$ cat config.mk
export PLATFORM = sky130hd
export DESIGN_NAME = reset_sequencer
export DESIGN_NICKNAME = d
export VERILOG_FILES = /design/src/inc/rst_seq_pkg.sv /design/src/inc/timer_if.sv /design/src/rtl/bus_clock_divider.sv /design/src/rtl/delay_timer.sv /design/src/rtl/reset_sequencer.sv
export SDC_FILE = /design/constraint.sdc
export NUM_CORES = 1
export LEC_CHECK = 0
export BUFFER_PORTS_ARGS = -buffer_cell sky130_fd_sc_hd__buf_2
export CORE_UTILIZATION = 44
export DETAILED_ROUTE_END_ITERATION = 12
export GPL_TIMING_DRIVEN = 0
export PLACE_DENSITY = 0.79
export RECOVER_POWER = 50
export SLEW_MARGIN = 10
export SYNTH_ARGS = -nofsm -noshare
export SYNTH_HDL_FRONTEND = slang
export SYNTH_SLANG_ARGS = --single-unit
$ cat constraint.sdc
create_clock -name clk -period 1.9 [get_ports clk]
set_input_delay 0.19 -clock clk [delete_from_list [all_inputs] [get_ports clk]]
set_output_delay 0.19 -clock clk [all_outputs]
set_load 0.05 [all_outputs]
$ cat src/inc/rst_seq_pkg.sv
package rst_seq_pkg;

    // ==================================================
    // Register map and bus widths
    localparam int          ADDR_W       = 8;
    localparam int          DATA_W       = 32;
    localparam int          CNT_W        = 13;
    localparam logic [7:0]  OFF_STATUS   = 8'h00;
    localparam logic [7:0]  OFF_MASK     = 8'h04;
    localparam logic [7:0]  OFF_CONTROL  = 8'h08;
    localparam logic [7:0]  OFF_RESULT   = 8'h0c;
    localparam logic [7:0]  OFF_INTCTL   = 8'h10;
    localparam logic [7:0]  OFF_CCR      = 8'h14;

    // ==================================================
    // Field positions
    localparam int          ST_POR       = 0;
    localparam int          ST_WDOG      = 1;
    localparam int          ST_CLKMON    = 2;
    localparam int          ST_EXT       = 3;
    localparam int          ST_RELEASE   = 4;
    localparam int          CTL_WDOG_EN  = 0;
    localparam int          CTL_CMON_EN  = 1;
    localparam int          IC_ENABLE    = 0;
    localparam int          IC_EDGE      = 1;
    localparam int          CCR_I        = 0;
    localparam int          CCR_X        = 1;

    // ==================================================
    // Reset values
    localparam logic [4:0]  STATUS_RST   = 5'h01;
    localparam logic [4:0]  MASK_RST     = 5'h00;
    localparam logic [1:0]  CONTROL_RST  = 2'h0;
    localparam logic [1:0]  INTCTL_RST   = 2'h1;
    localparam logic [1:0]  CCR_RST      = 2'h3;

    // ==================================================
    // Timing counts, in oscillator cycles and bus cycles
    localparam logic [12:0] STARTUP_CYC  = 13'h1000;
    localparam logic [12:0] DRIVE_TICKS  = 13'h0010;
    localparam logic [12:0] SAMPLE_TICKS = 13'h0009;
    localparam logic [12:0] CNT_ONE      = 13'h0001;

    // ==================================================
    // Vector selection
    localparam logic [1:0]  VEC_NORMAL   = 2'h0;
    localparam logic [1:0]  VEC_CLKMON   = 2'h1;
    localparam logic [1:0]  VEC_WDOG     = 2'h2;
    localparam logic [15:0] ADDR_NORMAL  = 16'hfffe;
    localparam logic [15:0] ADDR_CLKMON  = 16'hfffc;
    localparam logic [15:0] ADDR_WDOG    = 16'hfffa;

    typedef enum logic [2:0] {S_STARTUP, S_DRIVE, S_WAIT, S_HOLD, S_RUN} state_type;

endpackage

$ cat src/inc/timer_if.sv
`timescale 1ns/10ps
interface timer_if;
    logic                      start;
    logic                      use_tick;
    logic [rst_seq_pkg::CNT_W-1:0] length;
    logic                      done;
    logic                      busy;
    modport owner (output start, output use_tick, output length, input done, input busy);
    modport timer (input start, input use_tick, input length, output done, output busy);
endinterface

$ cat src/rtl/bus_clock_divider.sv
`timescale 1ns/10ps
module bus_clock_divider
(
    // Clock and reset
    input  wire logic clk,
    input  wire logic rst,
    // Divided clock
    output logic      bus_clk,
    output logic      tick
);
    import rst_seq_pkg::*;

    logic bus_clk_ff;

    always_ff @(posedge clk or posedge rst)
    begin
        if (rst)
            bus_clk_ff <= 1'b0;
        else
            bus_clk_ff <= ~bus_clk_ff;
    end

    assign bus_clk = bus_clk_ff;
    assign tick    = bus_clk_ff;

    bus_clk_half_a: assert property (@(posedge clk) disable iff (rst)
        tick |=> !tick ##1 tick)
        else $error("bus clock is not half the oscillator rate");

endmodule

$ cat src/rtl/delay_timer.sv
`timescale 1ns/10ps
module delay_timer
(
    // Clock and reset
    input  wire logic clk,
    input  wire logic rst,
    input  wire logic tick,
    // Owner side
    timer_if.timer    tm
);
    import rst_seq_pkg::*;

    logic [CNT_W-1:0] cnt_ff;
    logic             busy_ff;
    logic             use_tick_ff;
    wire              step = busy_ff && (tick || !use_tick_ff);

    assign tm.done = step && (cnt_ff == CNT_ONE);
    assign tm.busy = busy_ff;

    // Comes out of power-on already counting the start-up wait
    always_ff @(posedge clk or posedge rst)
    begin
        if (rst)
        begin
            cnt_ff      <= STARTUP_CYC;
            busy_ff     <= 1'b1;
            use_tick_ff <= 1'b0;
        end
        else if (tm.start)
        begin
            cnt_ff      <= tm.length;
            busy_ff     <= 1'b1;
            use_tick_ff <= tm.use_tick;
        end
        else if (step)
        begin
            cnt_ff      <= cnt_ff - CNT_ONE;
            busy_ff     <= !tm.done;
        end
    end

    timer_stop_a: assert property (@(posedge clk) disable iff (rst)
        (busy_ff && !use_tick_ff && cnt_ff == CNT_ONE) |=> !busy_ff || cnt_ff != CNT_ONE)
        else $error("timer did not stop at the end of its count");

endmodule

$ cat src/rtl/reset_sequencer.sv
`timescale 1ns/10ps
module reset_sequencer
(
    // Clock and power-on reset
    input  wire logic                           clk,
    input  wire logic                           rst,
    // Register port
    input  wire logic [rst_seq_pkg::ADDR_W-1:0] reg_addr,
    input  wire logic [rst_seq_pkg::DATA_W-1:0] reg_wdata,
    input  wire logic                           reg_wr,
    input  wire logic                           reg_rd,
    output logic      [rst_seq_pkg::DATA_W-1:0] reg_rdata,
    output logic                                irq,
    // Failure sources
    input  wire logic                           watchdog_timeout,
    input  wire logic                           clock_fail,
    // Open-drain reset pin
    input  wire logic                           reset_pin_in,
    output logic                                reset_pin_out,
    output logic                                reset_pin_oe,
    // Mode pins
    input  wire logic                           mode_select_pin_a,
    input  wire logic                           mode_select_pin_b,
    input  wire logic                           special_mode_select_n,
    output logic                                mode_pulldown_en,
    output logic      [2:0]                     mode_latched,
    // Processor side
    output logic                                core_reset,
    output logic      [1:0]                     vector_select,
    output logic      [15:0]                    vector_addr,
    output logic                                maskable_interrupt_enable,
    output logic                                irq_edge_mode,
    output logic                                ccr_irq_mask,
    output logic                                ccr_nonmaskable_interrupt_pin_mask,
    output logic                                bus_clock_output
);
    import rst_seq_pkg::*;

    // ==================================================
    // Helpers
    function automatic logic [1:0] pick_vector(input logic pin, input logic cm,
                                               input logic wd);
        logic [1:0] sel;
        sel = VEC_NORMAL;
        if (pin && cm)
            sel = VEC_CLKMON;
        else if (pin && wd)
            sel = VEC_WDOG;
        return sel;
    endfunction

    function automatic logic [15:0] vec_addr(input logic [1:0] sel);
        logic [15:0] a;
        a = ADDR_NORMAL;
        if (sel == VEC_CLKMON)
            a = ADDR_CLKMON;
        else if (sel == VEC_WDOG)
            a = ADDR_WDOG;
        return a;
    endfunction

    // ==================================================
    // Declarations
    state_type   state_ff;
    state_type   nxt_state;
    logic        wd_flag_ff;
    logic        cm_flag_ff;
    logic [1:0]  vec_ff;
    logic [1:0]  nxt_vec;
    logic        oe_ff;
    logic        pd_ff;
    logic [2:0]  mode_ff;
    logic [4:0]  status_ff;
    logic [4:0]  mask_ff;
    logic [1:0]  ctrl_ff;
    logic [1:0]  intctl_ff;
    logic [1:0]  ccr_ff;
    logic [DATA_W-1:0] rdata_ff;
    logic        tick;
    timer_if     tm ();

    // ==================================================
    // Sub-blocks
    bus_clock_divider u_div
    (
        .clk     (clk),
        .rst     (rst),
        .bus_clk (bus_clock_output),
        .tick    (tick)
    );

    delay_timer u_timer
    (
        .clk  (clk),
        .rst  (rst),
        .tick (tick),
        .tm   (tm)
    );

    // ==================================================
    // Events
    wire wd_evt      = watchdog_timeout && ctrl_ff[CTL_WDOG_EN];
    wire cm_evt      = clock_fail && ctrl_ff[CTL_CMON_EN];
    wire in_run      = (state_ff == S_RUN);
    wire ext_low     = in_run && !reset_pin_in;
    wire sample_now  = (state_ff == S_WAIT) && tm.done;
    wire sample_low  = sample_now && !reset_pin_in;
    wire enter_run   = !in_run && (nxt_state == S_RUN);
    wire flag_clear  = sample_low || enter_run;

    // Entry needs no clock edge
    assign core_reset = rst || !reset_pin_in || wd_evt || cm_evt || !in_run;

    // ==================================================
    // Sequencer
    always_comb
    begin
        nxt_state   = state_ff;
        tm.start    = 1'b0;
        tm.use_tick = 1'b1;
        // Spare tick: a start between ticks would cut the first bus cycle short
        tm.length   = DRIVE_TICKS + CNT_ONE;
        case (state_ff)
            S_STARTUP:
                if (tm.done)
                begin
                    nxt_state = S_DRIVE;
                    tm.start  = 1'b1;
                end
            S_DRIVE:
                if (tm.done)
                begin
                    nxt_state = S_WAIT;
                    tm.start  = 1'b1;
                    tm.length = SAMPLE_TICKS;
                end
            S_WAIT:
                if (tm.done)
                    nxt_state = reset_pin_in ? S_RUN : S_HOLD;
            S_HOLD:
                if (reset_pin_in)
                    nxt_state = S_RUN;
            S_RUN:
                if (wd_evt || ext_low)
                begin
                    nxt_state = S_DRIVE;
                    tm.start  = 1'b1;
                end
            default:
                nxt_state = S_STARTUP;
        endcase
        if (cm_evt)
        begin
            nxt_state   = S_STARTUP;
            tm.start    = 1'b1;
            tm.use_tick = 1'b0;
            tm.length   = STARTUP_CYC;
        end
    end

    assign nxt_vec = sample_now ? pick_vector(reset_pin_in, cm_flag_ff, wd_flag_ff)
                                : vec_ff;

    always_ff @(posedge clk or posedge rst)
    begin
        if (rst)
        begin
            state_ff <= S_STARTUP;
            vec_ff   <= VEC_NORMAL;
            oe_ff    <= 1'b1;
            pd_ff    <= 1'b1;
        end
        else
        begin
            state_ff <= nxt_state;
            vec_ff   <= nxt_vec;
            oe_ff    <= (nxt_state == S_STARTUP) || (nxt_state == S_DRIVE);
            pd_ff    <= (nxt_state != S_RUN);
        end
    end

    // Set wins over the clear
    always_ff @(posedge clk or posedge rst)
    begin
        if (rst)
        begin
            wd_flag_ff <= 1'b0;
            cm_flag_ff <= 1'b0;
        end
        else
        begin
            wd_flag_ff <= wd_evt || (wd_flag_ff && !flag_clear);
            cm_flag_ff <= cm_evt || (cm_flag_ff && !flag_clear);
        end
    end

    assign reset_pin_out = 1'b0;
    assign reset_pin_oe  = oe_ff;
    assign vector_select = vec_ff;
    assign vector_addr   = vec_addr(vec_ff);

    // ==================================================
    // Mode pins
    always_ff @(posedge clk or posedge rst)
    begin
        if (rst)
            mode_ff <= 3'h0;
        else if (!in_run)
            mode_ff <= {special_mode_select_n, mode_select_pin_b, mode_select_pin_a};
    end

    assign mode_pulldown_en = pd_ff;
    assign mode_latched     = mode_ff;

    // ==================================================
    // Register port
    wire hit_status  = (reg_addr == OFF_STATUS);
    wire hit_mask    = (reg_addr == OFF_MASK);
    wire hit_control = (reg_addr == OFF_CONTROL);
    wire hit_result  = (reg_addr == OFF_RESULT);
    wire hit_intctl  = (reg_addr == OFF_INTCTL);
    wire hit_ccr     = (reg_addr == OFF_CCR);

    wire [4:0] w1c_bits = (reg_wr && hit_status) ? reg_wdata[4:0] : 5'h00;
    wire [4:0] ev_bits  = {enter_run, sample_low || ext_low, cm_evt, wd_evt, 1'b0};

    wire [DATA_W-1:0] rd_mux =
        hit_status  ? {27'h0, status_ff} :
        hit_mask    ? {27'h0, mask_ff} :
        hit_control ? {30'h0, ctrl_ff} :
        hit_result  ? {24'h0, mode_ff, state_ff, vec_ff} :
        hit_intctl  ? {30'h0, intctl_ff} :
        hit_ccr     ? {30'h0, ccr_ff} : 32'h0;

    always_ff @(posedge clk or posedge rst)
    begin
        if (rst)
        begin
            status_ff <= STATUS_RST;
            mask_ff   <= MASK_RST;
            ctrl_ff   <= CONTROL_RST;
            rdata_ff  <= 32'h0;
        end
        else
        begin
            status_ff <= ev_bits | (status_ff & ~w1c_bits);
            rdata_ff  <= reg_rd ? rd_mux : 32'h0;
            if (reg_wr && hit_mask)
                mask_ff <= reg_wdata[4:0];
            if (reg_wr && hit_control)
                ctrl_ff <= reg_wdata[1:0];
        end
    end

    // Interrupt settings are forced back on every reset
    always_ff @(posedge clk or posedge rst)
    begin
        if (rst)
        begin
            intctl_ff <= INTCTL_RST;
            ccr_ff    <= CCR_RST;
        end
        else if (core_reset)
        begin
            intctl_ff <= INTCTL_RST;
            ccr_ff    <= CCR_RST;
        end
        else if (reg_wr && hit_intctl)
            intctl_ff <= reg_wdata[1:0];
        else if (reg_wr && hit_ccr)
            ccr_ff <= {ccr_ff[CCR_X] & reg_wdata[CCR_X], reg_wdata[CCR_I]};
    end

    assign reg_rdata                 = rdata_ff;
    assign irq                       = |(status_ff & mask_ff);
    assign maskable_interrupt_enable = intctl_ff[IC_ENABLE];
    assign irq_edge_mode             = intctl_ff[IC_EDGE];
    assign ccr_irq_mask              = ccr_ff[CCR_I];
    assign ccr_nonmaskable_interrupt_pin_mask             = ccr_ff[CCR_X];

    // ==================================================
    // Checks
    pin_low_entry_a: assert property (@(posedge clk) disable iff (rst)
        !reset_pin_in |-> core_reset)
        else $error("external low did not hold the core in reset");

    wdog_drive_a: assert property (@(posedge clk) disable iff (rst)
        (in_run && wd_evt && !cm_evt) |=> reset_pin_oe && state_ff == S_DRIVE)
        else $error("watchdog timeout did not drive the reset pin");

    drive_pin_a: assert property (@(posedge clk) disable iff (rst)
        (state_ff == S_DRIVE) |-> reset_pin_oe)
        else $error("reset pin released during drive interval");

    sample_delay_a: assert property (@(posedge clk) disable iff (rst)
        ($fell(reset_pin_oe) && !cm_evt) |-> (state_ff == S_WAIT)[*8])
        else $error("pin sampled too early after release");

    ext_clear_a: assert property (@(posedge clk) disable iff (rst)
        (sample_low && !cm_evt && !wd_evt) |=> !cm_flag_ff && !wd_flag_ff
                                               && vec_ff == VEC_NORMAL)
        else $error("external reset did not clear flags");

    clkmon_vec_a: assert property (@(posedge clk) disable iff (rst)
        (sample_now && reset_pin_in && cm_flag_ff) |=> vector_select == VEC_CLKMON)
        else $error("clock monitor vector not chosen");

    wdog_vec_a: assert property (@(posedge clk) disable iff (rst)
        (sample_now && reset_pin_in && !cm_flag_ff && wd_flag_ff)
            |=> vector_select == VEC_WDOG && vector_addr == ADDR_WDOG)
        else $error("watchdog vector not chosen");

    normal_vec_a: assert property (@(posedge clk) disable iff (rst)
        (sample_now && reset_pin_in && !cm_flag_ff && !wd_flag_ff)
            |=> vector_select == VEC_NORMAL)
        else $error("normal vector not chosen");

    mode_pull_a: assert property (@(posedge clk) disable iff (rst)
        (state_ff != S_RUN) |-> mode_pulldown_en)
        else $error("mode pull-downs off during reset");

    irq_reset_a: assert property (@(posedge clk) disable iff (rst)
        core_reset |=> maskable_interrupt_enable && !irq_edge_mode && ccr_irq_mask)
        else $error("maskable interrupt not reset to level and masked");

    xmask_hold_a: assert property (@(posedge clk) disable iff (rst)
        (!core_reset && !ccr_nonmaskable_interrupt_pin_mask) |=> !ccr_nonmaskable_interrupt_pin_mask)
        else $error("nonmaskable mask set again by software");

endmodule

==> impl_results.md <==
* Dpl cells at 462
* Htree depth at 2
* Syn avg cell area at 9.511 um^2
* Net Switching at 1.345 mW
* Total power at 3.454 mW
* Synth Instances at 301
* Clock latency on the worst-skew pair at 0.32 ns
* GRT Overall Usage at 19.50%
* Max-slew violation count at 0
* Vias per cell at 5.015
* Commonest non-fill, non-tap cell in the layout: buf_4
* WP data arrival at 2.08 ns
* Clock Sink Count at 52
* Unique masters post-synth at 49
* Initial Util at 45.34%
* Seq pwr share at 46.0%
* Most frequent cells in the layout: buf_4, dfrtp_1, conb_1
* Register area share after synthesis at 45.80%
* Post-synth EDFFs at 0
* VDD IR max at 558.0 uV
* Vias in the first global route at 2138
* Initial DRC Count at 169
* Required time worst endpoint at 2.10 ns
* Cell Pwr Density at 943.5 nW/um^2
* Via count at 2407
* Ratio of cells with drive above 1 in the final layout at 33.75%
* Clock power frac at 18.5%
* Crit start category: input port
* Full die area at 6833 um^2
* Comb pwr share at 35.5%
* CTS Buf Count at 5
* RSZ-0062 raised after global routing: yes
* Pre-antenna DRT Iters at 4
* Synth warn at 0
* Int Pwr at 2.109 mW
* Status: completed
* Minimum clock period at 1.882 ns
* Layout Nets at 454
* CP Max Fanout at 5
* # rows at 29
* #FFs+latches synth at 52
* Class of the worst hold path: input port to flip-flop
* PortBufs at 46
* Net Sw Frac at 38.94%
* Worst slew margin at 38.93%
* Crit path capture type: flip-flop
* TNS Setup at 0 ns
* Root Driver: clkbuf_8
* Final non-filler cell total at 480
* Reg clk slew, reported paths at 0.09 ns
* Final WL at 6590 um
* Clock tree buffer depth at 2
* DR WL/cell at 13.73 um
* DRC Markers at 0
* Main synth FF type: dfrtp_1
* Post-route ant nets at 0
* Die H at 82.66 um
* RD Place Congestion at 0.8722
* Inserted Diodes at 0
* Final hold vios at 0
* CTS tree: done
* Fmax at 0.5315 GHz
* Post-detail-place hpwl at 4658 um
* FF-to-FF setup slack at 0.04 ns
* Synthesized cell area at 2863 um^2
* Final period utilization at 99.03%
* Gr ovfl total at 0
* Critical path class: input port to flip-flop
* Core Box Area at 6314 um^2
* Max-cap viol count at 0
* Setup violators final at 0
* Area grow syn2layout at 27.88%
* LEAKAGE at 1.772 nW
* Chip width at 82.66 um
* Slew @ Worst Pin at 0.9151 ns
* Ports at 113
* First-pass GRT wire length at 9908 um
* Largest net degree at the start of global routing at 29
* Setup Skew at 0.01852 ns
* Asr flop ratio synth at 100.0%
* Initial antenna violation count at 0
==> metrics by stage <==
step                util, %  worst slack [ns]  instance area, um^2  hold WS [ns]
floorplan                 -           -0.1479                 3027        0.2578
global placement      53.11           -0.4657                 3353        0.3935
detailed placement    53.43           -0.4374                 3373        0.2725
CTS                   56.30          -0.08601                 3555       0.06207
global route          57.99          -0.09891                 3661       0.06895
finish                57.99           0.01839                 3661       0.06994
==> logic make-up (layout without fill, tap and decap cells) <==
| family | Yosys count | count (layout) | synth area share, % |
|---|---|---|---|
| AOI/OAI and AO/OA | 53 | 53 | 11.76 |
| xor gates and xnor gates | 8 | 8 | 2.448 |
| adders and majority gates | 2 | 2 | 0.8740 |
| buffers and inverters | 56 | 121 | 12.72 |
| DFF | 52 | 52 | 45.80 |
| muxes | 13 | 13 | 5.507 |
| other | 2 | 39 | 0.2623 |
| and+or+nand+nor | 115 | 115 | 20.63 |
==> what timing repair did <==
item / 4_1_cts / 5_1_grt
pin swaps: 3 / 9
resized for setup: 17 / 21
endpoints found under the hold margin: 20 / 0
buffers inserted: 3 / 9
endpoints found under the setup margin: 21 / 24
hold buffers: 1 / 0
==> Yosys cell counts, types with 7 or more instances <==
cell | number | area [um^2]
a21oi_1 | 13 | 65.06
dfstp_2 | 8 | 210.2
dfrtp_1 | 44 | 1101
nand2_1 | 31 | 116.4
nor3_1 | 12 | 60.06
nor2_1 | 23 | 86.33
o21ai_0 | 16 | 80.08
clkbuf_1 | 7 | 26.28
buf_4 | 39 | 292.8
inv_1 | 8 | 30.03
xnor2_1 | 7 | 61.31
==> power by group through the flow <==
stage	Clock, mW	Sequential (mW)	Combinational (mW)
floorplan	0	1.55	0.875
global placement	0	1.56	1.05
detailed placement	0	1.58	1.08
CTS	0.652	1.58	1.12
global route	0.710	1.62	1.36
finish	0.640	1.59	1.22
==> final timing paths <==
| kind | startpoint | depth (start not counted) | end |
|---|---|---|---|
| setup / recovery | reg_addr[1] | 5 | mask_ff[4] |
| min in group asynchronous | rst | 3 | mask_ff[0] |
| setup reg to reg | u_timer.cnt_ff[1] | 8 | u_timer.cnt_ff[3] |
| hold / removal | mode_select_pin_a | 3 | mode_latched[0] |
| hold reg to reg | u_div.bus_clk | 1 | u_div.bus_clk |
| max in group asynchronous | rst | 4 | mode_pulldown_en |
==> worst max-delay path, stage by stage <==
cell	delay, ns
buf_6	0.09
or4_1	0.53
or3b_4	0.43
or4_4	0.51
mux2_4	0.33
==> metal layers <==
layer / wire length (um) / vias to the layer above / GRT usage, %
li1: - / 1168 / -
met1: 2673 / 1145 / 23.16
met2: 3446 / 84 / 34.51
met3: 390 / 10 / 5.275
met4: 78 / 0 / 5.172
met5: 0 / - / 0
==> sequential cells by signal, summed over array words and instances, names as in the netlist, 3 cells and up <==
register	cells
mask_ff	5
mode_latched	3
reg_rdata	8
state_ff	3
status_ff	5
u_timer.cnt_ff	13
==> area by class of cell <==
| type | instances | area (um^2) |
|---|---|---|
| plain buffers | 45 | 329.1 |
| clock buffers | 6 | 72.57 |
| clock inverters | 2 | 16.27 |
| fillers | 549 | 2653 |
| inverters | 8 | 30.03 |
| multi-input cells | 230 | 1464 |
| flip-flops and latches | 52 | 1315 |
| well taps | 77 | 96.34 |
| repair buffers | 60 | 337.8 |
(Power assumes the default switching activity.)
